--- config.mk ---
export PLATFORM = sky130hd
export DESIGN_NAME = psi_image
export DESIGN_NICKNAME = d
export VERILOG_FILES = /design/src/logic/psi_pkg.sv /design/src/logic/psi_decode.sv /design/src/logic/psi_image.sv
export SDC_FILE = /design/constraint.sdc
export NUM_CORES = 1
export LEC_CHECK = 0
export BUFFER_PORTS_ARGS = -buffer_cell sky130_fd_sc_hd__buf_2
export CAP_MARGIN = 5
export CORE_UTILIZATION = 30
export DETAILED_ROUTE_END_ITERATION = 7
export HOLD_SLACK_MARGIN = 0.1
export PLACE_DENSITY_LB_ADDON = 0.15
export SETUP_SLACK_MARGIN = 0.4
export SLEW_MARGIN = 20
export SYNTH_ARGS = -nofsm -noshare
export SYNTH_HDL_FRONTEND = slang
export SYNTH_HIERARCHICAL = 1
export SYNTH_SLANG_ARGS = --single-unit
--- constraint.sdc ---
create_clock -name i_clk -period 3.66 [get_ports i_clk]
set_input_delay 0.183 -clock i_clk [delete_from_list [all_inputs] [get_ports i_clk]]
set_output_delay 0.183 -clock i_clk [all_outputs]
set_load 0.03 [all_outputs]
--- src/logic/psi_pkg.sv ---
package psi_pkg;
    // Register offsets on the plain register port.
    localparam logic [7:0] PSI_OFS_CTL = 8'h00;
    localparam logic [7:0] PSI_OFS_BASE = 8'h04;
    localparam logic [7:0] PSI_OFS_MISC = 8'h08;
    localparam logic [7:0] PSI_OFS_STAT = 8'h0c;
    localparam logic [7:0] PSI_OFS_MASK = 8'h10;
    localparam logic [7:0] PSI_OFS_STATE = 8'h14;
    // Field positions in slave_image_control.
    localparam int PSI_B_IMG_EN = 31;
    localparam int PSI_B_TA_EN = 30;
    localparam int PSI_B_MD_EN = 29;
    localparam int PSI_B_BS = 24;
    localparam int PSI_B_MODE = 23;
    localparam int PSI_B_DESTINATION_SELECT = 22;
    localparam int PSI_B_MEM_IO = 21;
    localparam int PSI_B_KEEP = 7;
    localparam int PSI_B_END = 5;
    localparam int PSI_B_AMT = 0;
    // Writable bits of slave_image_control, endian field excluded.
    localparam logic [31:0] PSI_CTL_WMASK = 32'hffe0_0087;
    localparam logic [31:0] PSI_END_WMASK = 32'h0000_0060;
    // Misc control bits.
    localparam int PSI_B_ARTRY = 0;
    localparam int PSI_B_ERROR_ACK_ENABLE = 1;
    // Reset values.
    localparam logic [31:0] PSI_CTL_RST = 32'h0000_0000;
    localparam logic [1:0] PSI_END_RST = 2'h2;
    localparam logic [31:0] PSI_MISC_RST = 32'h0000_0000;
    // Block size and prefetch limits.
    localparam logic [4:0] PSI_BS_MAX = 5'h13;
    localparam logic [2:0] PSI_AMT_MAX = 3'h4;
    localparam int PSI_PAGE_BITS = 12;
    localparam logic [7:0] PSI_MIN_FETCH = 8'h08;
    localparam logic [7:0] PSI_IO_MAX = 8'h04;
    // Interrupt status bits.
    localparam int PSI_I_TEA = 0;
    localparam int PSI_I_HIT = 1;
    localparam int PSI_I_DROP = 2;
    localparam int PSI_NIRQ = 3;
endpackage : psi_pkg

--- src/logic/psi_decode.sv ---
`timescale 1ns/1ps
`default_nettype none
module psi_decode
    import psi_pkg::*;
(
    // Address and image setup.
    input wire logic [31:0] i_addr,
    input wire logic [31:0] i_base,
    input wire logic [4:0] i_bs,
    input wire logic i_en,
    // Decode result.
    output logic o_hit
);
    // --------------------------------------------------------------
    // Compare mask
    // --------------------------------------------------------------
    // Ones on the address bits that are compared for this block size.
    function automatic logic [31:0] psi_cmp_mask(input logic [4:0] bs);
        psi_cmp_mask = 32'hffff_f000 << bs;
    endfunction : psi_cmp_mask

    // block size
    // Reserved codes never hit, so a bad setup cannot claim the whole space.
    always_comb begin
        o_hit = i_en && (i_bs <= PSI_BS_MAX)
            && (((i_addr ^ i_base) & psi_cmp_mask(i_bs)) == 32'h0000_0000);
    end
endmodule : psi_decode
`default_nettype wire

--- src/logic/psi_image.sv ---
// The implementer's own choices: the address-and-strobe port and the register addresses.
`timescale 1ns/1ps
`default_nettype none
module psi_image
    import psi_pkg::*;
#(
    parameter int IMAGE_INDEX = 0,
    parameter bit DUAL_PCI = 1'b1
) (
    // Clock and resets.
    input wire logic i_clk,
    input wire logic i_rst_n,
    input wire logic i_pci_rst_n,
    // Register port.
    input wire logic [7:0] i_reg_addr,
    input wire logic [31:0] i_reg_wdata,
    input wire logic i_reg_wr,
    input wire logic i_reg_rd,
    output logic [31:0] o_reg_rdata,
    // EEPROM preload.
    input wire logic i_eeprom_load,
    input wire logic [31:0] i_eeprom_ctl,
    // Processor bus request.
    input wire logic i_pb_valid,
    input wire logic [31:0] i_pb_addr,
    input wire logic i_pb_read,
    input wire logic [7:0] i_pb_bytes,
    input wire logic i_xfer_end,
    // Decision toward the fabric and PCI.
    output logic o_claim,
    output logic o_pci_start,
    output logic o_pci_io,
    output logic o_pci_bus2,
    output logic o_pci_burst,
    output logic [7:0] o_pci_bytes,
    output logic o_buf_hit,
    output logic o_tea,
    output logic [1:0] o_endian,
    output logic o_irq
);
    // Only eight images exist; refuse any other index at elaboration.
    if (IMAGE_INDEX < 0 || IMAGE_INDEX > 7) begin : g_bad_index
        $error("IMAGE_INDEX out of range");
    end

    // --------------------------------------------------------------
    // Registers
    // --------------------------------------------------------------
    logic [31:0] ctl_q, ctl_d, base_q, base_d, misc_q, misc_d;
    logic [PSI_NIRQ-1:0] stat_q, stat_d, mask_q, mask_d, ev;
    logic [1:0] end_q, end_d;
    logic [31:0] rdata_d;
    logic ld;
    logic hit, keep_eff, mode, short_rd, oversize, seq;
    logic kept_q, kept_d;
    logic [31:0] next_q, next_d;
    logic claim_d, start_d, io_d, bus2_d, burst_d, bufh_d, tea_d;
    logic [7:0] bytes_d;

    assign ld = i_eeprom_load && (IMAGE_INDEX == 0);

    // Prefetch amount to bytes; reserved codes fall back to the minimum.
    function automatic logic [7:0] psi_fetch(input logic [2:0] amt);
        psi_fetch = (amt <= PSI_AMT_MAX) ? (PSI_MIN_FETCH << amt) : PSI_MIN_FETCH;
    endfunction : psi_fetch

    // Register writes, preload and write-one-to-clear status.
    always_comb begin
        ctl_d = ctl_q;
        base_d = base_q;
        misc_d = misc_q;
        mask_d = mask_q;
        end_d = end_q;
        if (ld) begin
            ctl_d = i_eeprom_ctl & PSI_CTL_WMASK;
            end_d = i_eeprom_ctl[PSI_B_END +: 2];
        end else if (i_reg_wr) begin
            case (i_reg_addr)
                PSI_OFS_CTL: begin
                    ctl_d = i_reg_wdata & PSI_CTL_WMASK;
                    end_d = i_reg_wdata[PSI_B_END +: 2];
                end
                PSI_OFS_BASE: base_d = {i_reg_wdata[31:PSI_PAGE_BITS], 12'h000};
                PSI_OFS_MISC: misc_d = {30'h0, i_reg_wdata[1:0]};
                PSI_OFS_MASK: mask_d = i_reg_wdata[PSI_NIRQ-1:0];
                default: ;
            endcase
        end
        // Set wins over a clear in the same cycle.
        stat_d = stat_q;
        if (i_reg_wr && i_reg_addr == PSI_OFS_STAT) begin
            stat_d = stat_q & ~i_reg_wdata[PSI_NIRQ-1:0];
        end
        stat_d = stat_d | ev;
    end

    // Read mux; unmapped offsets read zero.
    always_comb begin
        rdata_d = 32'h0000_0000;
        if (i_reg_rd) begin
            case (i_reg_addr)
                PSI_OFS_CTL: rdata_d = ctl_q | {25'h0, end_q, 5'h00};
                PSI_OFS_BASE: rdata_d = base_q;
                PSI_OFS_MISC: rdata_d = misc_q;
                PSI_OFS_STAT: rdata_d = {29'h0, stat_q};
                PSI_OFS_MASK: rdata_d = {29'h0, mask_q};
                PSI_OFS_STATE: rdata_d = {next_q[31:1], kept_q};
                default: rdata_d = 32'h0000_0000;
            endcase
        end
    end

    // Processor bus reset covers everything but the endian field.
    always_ff @(posedge i_clk or negedge i_rst_n) begin
        if (!i_rst_n) begin
            ctl_q <= PSI_CTL_RST;
            base_q <= 32'h0000_0000;
            misc_q <= PSI_MISC_RST;
            stat_q <= '0;
            mask_q <= '0;
            o_reg_rdata <= 32'h0000_0000;
            o_irq <= 1'b0;
        end else begin
            ctl_q <= ctl_d;
            base_q <= base_d;
            misc_q <= misc_d;
            stat_q <= stat_d;
            mask_q <= mask_d;
            o_reg_rdata <= rdata_d;
            o_irq <= |(stat_d & mask_d);
        end
    end

    // endian reset
    // The endian field follows the primary PCI reset instead.
    always_ff @(posedge i_clk or negedge i_pci_rst_n) begin
        if (!i_pci_rst_n) begin
            end_q <= PSI_END_RST;
            o_endian <= PSI_END_RST;
        end else begin
            end_q <= end_d;
            o_endian <= end_d;
        end
    end

    // --------------------------------------------------------------
    // Transaction decision
    // --------------------------------------------------------------
    psi_decode u_dec (
        .i_addr(i_pb_addr),
        .i_base(base_q),
        .i_bs(ctl_q[PSI_B_BS +: 5]),
        .i_en(ctl_q[PSI_B_IMG_EN]),
        .o_hit(hit)
    );

    assign mode = ctl_q[PSI_B_MODE];
    assign short_rd = ctl_q[PSI_B_MEM_IO];
    assign keep_eff = ctl_q[PSI_B_KEEP] && misc_q[PSI_B_ARTRY] && !mode;
    assign oversize = mode && !short_rd && (i_pb_bytes > PSI_IO_MAX);
    assign seq = kept_q && (i_pb_addr == next_q);

    // Command choice and prefetch tracking for one request.
    always_comb begin
        claim_d = 1'b0;
        start_d = 1'b0;
        io_d = 1'b0;
        burst_d = 1'b0;
        bufh_d = 1'b0;
        tea_d = 1'b0;
        bytes_d = 8'h00;
        bus2_d = DUAL_PCI && ctl_q[PSI_B_DESTINATION_SELECT];
        kept_d = kept_q;
        next_d = next_q;
        ev = '0;
        if (i_xfer_end && !keep_eff) begin
            kept_d = 1'b0;
        end
        if (i_pb_valid && i_pb_read && kept_q && !seq) begin
            kept_d = 1'b0;
            ev[PSI_I_DROP] = 1'b1;
        end
        if (i_pb_valid && hit) begin
            claim_d = 1'b1;
            if (oversize) begin
                tea_d = !misc_q[PSI_B_ERROR_ACK_ENABLE];
                ev[PSI_I_TEA] = 1'b1;
            end else if (i_pb_read && keep_eff && seq) begin
                bufh_d = 1'b1;
                next_d = i_pb_addr + {24'h0, i_pb_bytes};
                ev[PSI_I_HIT] = 1'b1;
            end else begin
                start_d = 1'b1;
                io_d = mode && !short_rd;
                burst_d = !mode;
                if (mode && i_pb_read && (i_pb_bytes > PSI_IO_MAX)) begin
                    // at most four
                    // Short memory reads ask for no more than four bytes.
                    bytes_d = PSI_IO_MAX;
                end else if (!i_pb_read || mode) begin
                    bytes_d = i_pb_bytes;
                end else begin
                    bytes_d = psi_fetch(ctl_q[PSI_B_AMT +: 3]);
                end
                if (i_pb_read && keep_eff) begin
                    kept_d = 1'b1;
                    next_d = i_pb_addr + {24'h0, i_pb_bytes};
                end
            end
        end
    end

    // Registered outputs; every decision shows one cycle after the request.
    always_ff @(posedge i_clk or negedge i_rst_n) begin
        if (!i_rst_n) begin
            kept_q <= 1'b0;
            next_q <= 32'h0000_0000;
            o_claim <= 1'b0;
            o_pci_start <= 1'b0;
            o_pci_io <= 1'b0;
            o_pci_bus2 <= 1'b0;
            o_pci_burst <= 1'b0;
            o_pci_bytes <= 8'h00;
            o_buf_hit <= 1'b0;
            o_tea <= 1'b0;
        end else begin
            kept_q <= kept_d;
            next_q <= next_d;
            o_claim <= claim_d;
            o_pci_start <= start_d;
            o_pci_io <= io_d;
            o_pci_bus2 <= bus2_d;
            o_pci_burst <= burst_d;
            o_pci_bytes <= bytes_d;
            o_buf_hit <= bufh_d;
            o_tea <= tea_d;
        end
    end
endmodule : psi_image
`default_nettype wire

Word level (Yosys, flattened, before mapping)
Index checks and enable logic that the tools add are counted.
{ "op_classes": {"n_mux": 44, "shift": 2, "n_reduce_logical": 34, "n_addsub": 1, "order_cmp": 3, "eq_ne": 6, "n_bitwise": 9} }
{ "op_table": {"columns": ["cell", "count"], "rows": [
  ["32-bit two-way mux", 6],
  ["32-bit one-hot mux with 6 select lines", 1],
  ["8-bit two-way mux", 6],
  ["32-bit by 8-bit adder with 32-bit output", 1],
  ["32-bit bitwise AND", 1],
  ["32-bit == test", 1],
  ["32-bit logical NOT", 1],
  ["32-bit by 7-bit bitwise OR with 32-bit output", 1],
  ["32-bit by 5-bit left shift with 32-bit output (first input constant)", 1],
  ["32-bit XOR", 1],
  ["1-bit two-way mux", 23],
  ["1-bit logical AND", 17],
  ["8-bit by 4-bit == test with 1-bit output (second input constant)", 2],
  ["8-bit by 5-bit == test with 1-bit output (second input constant)", 2],
  ["3-bit two-way mux", 4],
  ["3-bit AND reduction", 3],
  ["8-bit by 3-bit == test with 1-bit output (second input constant)", 1],
  ["8-bit by 3-bit greater-than comparator with 1-bit output (second input constant)", 1],
  ["8-bit logical NOT", 1],
  ["2-bit two-way mux", 4],
  ["4-bit by 3-bit left shift with 8-bit output (first input constant)", 1],
  ["3-bit bitwise AND", 2],
  ["1-bit logical NOT", 6],
  ["2-bit nonzero test", 3],
  ["other kinds (8)", 9]
]} }
{ "word_totals": {"elab_cells": 117, "out_inout_bits": 50, "reg_bits": 143, "in_bits": 121} }

Longest topological paths before layout
{ "logic_depth": {"word_depth": 10, "mapped_depth": 13, "ltp_nobuf": 10} }

Hierarchy
The synthesis kept the hierarchy.
{ "by_module_without_submodules": {"columns": ["module", "area_per_inst_um2", "seq_area_each_um2", "n_inst", "cells_per_inst"], "rows": [
  ["psi_image", 6429.9, 3154.3, 1, 641],
  ["psi_decode", 382.9, 0.0, 1, 54]
]} }

Worst setup path after synthesis
Ideal clock, no wire load.
{ "synth_path": {"path_type": "reg-to-reg", "startpoint": "reg next_q[19]", "endpoint": "reg o_irq", "t_arrival_ps": 2314, "stages_incl_launch_ff": 8, "slack_ps": 1222, "setup_time_ps": 124, "path_buffers": 1, "required_ps": 3536, "period_less_slack_ps": 2438, "path_cell_list": "dfrtp_1 -> xor2_1 -> a2111oi_2 -> or4b_1 -> or4_1 -> clkbuf_2 -> a22o_1 -> a211o_1"} }
{ "synth_between": {"elab_cells_between_ends": 12, "cone_classes": "1 x eq/ne; 4 x mux; 2 x bitwise; 5 x reduce/logical"} }
{ "synth_rtl": {"columns": ["element", "line_no", "rtl"], "rows": [
  ["start: declaration", "psi_image.sv:56", "logic [31:0] next_q, next_d;"],
  ["start signal: assignment", "psi_image.sv:228", "next_q <= next_d;"],
  ["32-bit == test", "psi_image.sv:161", "assign seq = kept_q && (i_pb_addr == next_q);"],
  ["1-bit logical AND", "psi_image.sv:161", null],
  ["1-bit logical NOT", "psi_image.sv:179", "if (i_pb_valid && i_pb_read && kept_q && !seq) begin"],
  ["1-bit logical AND", "psi_image.sv:179", null],
  ["1-bit two-way mux", "psi_image.sv:179", null],
  ["3-bit bitwise OR", "psi_image.sv:94", "stat_d = stat_d | ev;"],
  ["named net stat_d[2]", "psi_image.sv:50", "logic [PSI_NIRQ-1:0] stat_q, stat_d, mask_q, mask_d, ev;"],
  ["3-bit bitwise AND", "psi_image.sv:130", "o_irq <= |(stat_d & mask_d);"],
  ["3-bit OR reduction", "psi_image.sv:130", null],
  ["end signal: assignment", "psi_image.sv:130", null],
  ["end: declaration", "psi_image.sv:39", "output logic o_irq"]
]} }
The timed path passes the listed nets, and every way through them passes these cells.
A chain may end at the register's enable or synchronous reset.

Worst setup path after layout
{ "layout_path": {"startpoint": "reg ctl_q[25]", "endpoint": "reg next_q[16]"} }
{ "layout_between": {"elab_chain_len": 6, "elab_cells_between_ends": 8, "cone_classes": "1 x order compare; 1 x shift; 1 x bitwise; 5 x reduce/logical"} }
{ "layout_rtl": {"columns": ["element", "line_no", "rtl"], "rows": [
  ["start: declaration", "psi_image.sv:49", "logic [31:0] ctl_q, ctl_d, base_q, base_d, misc_q, misc_d;"],
  ["start signal: assignment", "psi_image.sv:124", "ctl_q <= ctl_d;"],
  ["32-bit by 5-bit left shift with 32-bit output", "psi_decode.sv:19", "psi_cmp_mask = 32'hffff_f000 << bs;"],
  ["32-bit bitwise AND", "psi_decode.sv:26", "&& (((i_addr ^ i_base) & psi_cmp_mask(i_bs)) == 32'h0000_0000);"],
  ["32-bit logical NOT", "psi_decode.sv:26", null],
  ["1-bit logical AND (*)", "psi_decode.sv:26", null],
  ["named net hit", "psi_image.sv:54", "logic hit, keep_eff, mode, short_rd, oversize, seq;"],
  ["1-bit logical AND (*)", "psi_image.sv:183", "if (i_pb_valid && hit) begin"],
  ["3-bit AND reduction (no line) (*)", null, null]
]} }
Mark *: on every way through the listed nets, which the timed path passes. The rest lies on a longest branch.

==> impl_metrics.ini <==
[status]
status = finished, violations left
violations = DRC

[setup_path]
endpoint_kind = flop
slowest_stage = or4_1
crit_chain = and2_4 -> nand2_1 -> a221oi_1 -> o31ai_1 -> nor4_2 -> nand2_1 -> or3_4 -> or4_1 -> nand3_1
start_kind = flop
cpLargestDelayFamily = simple AND/OR/NAND/NOR gates
path_buf_inv = 0
max_stage_delay_ns = 0.53
r2r_end = next_q[16]$_DFFE_PN0P_
reg2reg_from = ctl_q[25]$_DFFE_PN0P_
crit_type = flop to flop
reg2reg_slack_ns = 0.66
path_depth = 9
path_max_fanout = 9
arrival_ns = 3.35
crit_top_cell = nand2_1
rr_worst_depth = 9
critPathRequiredTime_ns = 4.02

[finish]
fillers = 2235
final_layout_size_suffix_gt1_frac = 0.259
stdcell_area_sq_mm = 0.00910
stdcell_count = 1200
multi_input_area_sq_mm = 0.00343
regArea_sq_mm = 0.00316
final_nets = 1038
area_growth_pct = 33.7

[sta]
worst_slew_pin_slew_ns = 0.945
rsz0062_at_grt = no
maxClockFrequency_ghz = 0.334
finClkSkew_ns = 0.0103
hold_slack_ns = 0.108
hold_viol = 0
maxSlewHeadroom = 0.370
fin_ws_ns = 0.664
drv_slew = 0
finalCritPeriodShare = 0.819
fin_crit_ns = 3.00
setup_violations = 0
setup_tns_ns = 0

[drt]
via_per_inst = 5.05
routedWlPerCell_microns = 18.0
drtPass1Iterations = 7
wirelength_mm = 21.6
ant_nets = 0
vias = 6059
first_iter_violations = 339
route.detailed.drc = 22

[grt]
gr-total-overflow = 0
grt_max_degree = 71
grtUsageTotal = 0.191
grt_pass1_wl_mm = 34.0
grt_pass1_vias = 5977
antenna_found_initial = 1

[clock_network]
cts-root-buf = clkbuf_16
cts_tree = done
post_cts_buffers = 0
cts.sinks = 126
clock_path_buffers = 2
cts_buffers = 17
clock_latency_ns = 0.42
cts_max_level = 4
clk_pin_slew_ns = 0.06

[placement]
pre_cts_ws_ns = 0.490
place.gp.congestion = 0.861
placedCellCount = 1100
hpwlAfterDp_mm = 15.8
port_buffers = 149
place_area_sq_mm = 0.00785

[power_and_ir_drop]
peakVddDrop_uv = 292
power_density_mw_per_mm2 = 390
leakage_nw = 4.41

[floorplanning]
coreArea_sq_mm = 0.0220
io_pins = 171
die_area_sq_mm = 0.0233
chipWidth_microns = 153
std_cell_rows = 54
initial_core_util = 0.309
die_h_microns = 153

[synthesis]
syn_nets = 826
yosysWarnings = 6
avgSynthCellArea_sq_um = 9.81
netlist_instances = 694
mappedNetlistArea_sq_mm = 0.00681

[worst_hold_path]
min_path_cells = 2
worstHoldEndpoint = o_reg_rdata[9]$_DFF_PN0_
hold_class = primary input to flop
worstHoldStart = i_reg_rd

[job]
cap_violations = 0
==> placed cells by master (no fill, tap or decap), types with 10 or more instances in the layout <==
cell type,instances
nor2_1,52
mux2_2,34
mux2i_1,22
nand3_1,20
and3_1,15
o21ai_0,55
xor2_1,35
nor3b_1,13
inv_1,26
dfrtp_1,123
nand2_1,70
or4_1,10
xnor2_1,28
ha_1,10
dlygate4sd3_1,67
a22oi_1,15
a21oi_1,25
clkbuf_16,17
buf_2,148
==> layer usage <==
| layer | up-vias | part of all wire | global-route usage |
|---|---|---|---|
| li1 | 2911 | - | - |
| met1 | 2974 | 0.46 | 0.253 |
| met2 | 151 | 0.47 | 0.316 |
| met3 | 23 | 0.044 | 0.0324 |
| met4 | 0 | 0.018 | 0.0601 |
| met5 | - | 0 | 0 |
==> stage by stage <==
stage | total power, mW | utilization
2_1_floorplan | 1.66 | -
3_3_place_gp | 1.85 | 0.356
3_5_place_dp | 1.85 | 0.356
4_1_cts | 3.58 | 0.413
5_1_grt | 3.69 | 0.413
6_report | 3.55 | 0.413
==> layout make-up <==
cell class,instances,area share
inverter,26,0.0107
multi-input combinational,511,0.377
antenna,1,0.000275
sequential,126,0.347
timing repair buffer,224,0.164
tap,280,0.0385
clock inverter,14,0.0161
clock buffer,18,0.0471
==> state kept, by name (all words and copies together) (netlist names) <==
| register | cells |
|---|---|
| ctl_q | 15 |
| o_buf_hit | 1 |
| next_q | 32 |
| kept_q | 1 |
| stat_q | 3 |
| o_pci_io | 1 |
| base_q | 20 |
| o_pci_bytes | 8 |
| o_pci_bus2 | 1 |
| o_irq | 1 |
| o_reg_rdata | 32 |
| o_claim | 1 |
| o_pci_start | 1 |
| o_pci_burst | 1 |
| o_tea | 1 |
| mask_q | 3 |
| end_q | 2 |
| misc_q | 2 |
==> where the power goes <==
part           internal (mW)  switching (mW)  total, mW
Sequential              1.42          0.0384       1.46
Clock                  0.999           0.671       1.67
Combinational          0.198           0.228      0.425
Total                   2.62           0.937       3.55
==> how the worst max path moves through the flow <==
| stage | to | start | slack, ns |
|---|---|---|---|
| after CTS | next_q[16]$_DFFE_PN0P_ | ctl_q[24]$_DFFE_PN0P_ | 0.47 |
| after global routing | next_q[14]$_DFFE_PN0P_ | ctl_q[25]$_DFFE_PN0P_ | 0.52 |
| after floorplan | o_irq$_DFF_PN0_ | next_q[19]$_DFFE_PN0P_ | 1.22 |
| after detailed placement | next_q[12]$_DFFE_PN0P_ | ctl_q[24]$_DFFE_PN0P_ | 0.49 |
| after global placement | next_q[16]$_DFFE_PN0P_ | ctl_q[24]$_DFFE_PN0P_ | 0.52 |
| final | next_q[16]$_DFFE_PN0P_ | ctl_q[25]$_DFFE_PN0P_ | 0.66 |
==> worst register-to-register path, cell delays in order, from the launching register on <==
cell and delay, ns:
dfrtp_1 0.48, and2_4 0.21, nand2_1 0.06, a221oi_1 0.38, o31ai_1 0.12, nor4_2 0.34, nand2_1 0.19, or3_4 0.51
or4_1 0.54, nand3_1 0.09
==> repair_timing <==
item | in CTS | in global routing
endpoints found under the setup margin | 0 | 13
gates resized for setup | 0 | 3
endpoints found under the hold margin | 124 | 0
hold buffers | 67 | 0
(Power assumes the default switching activity.)
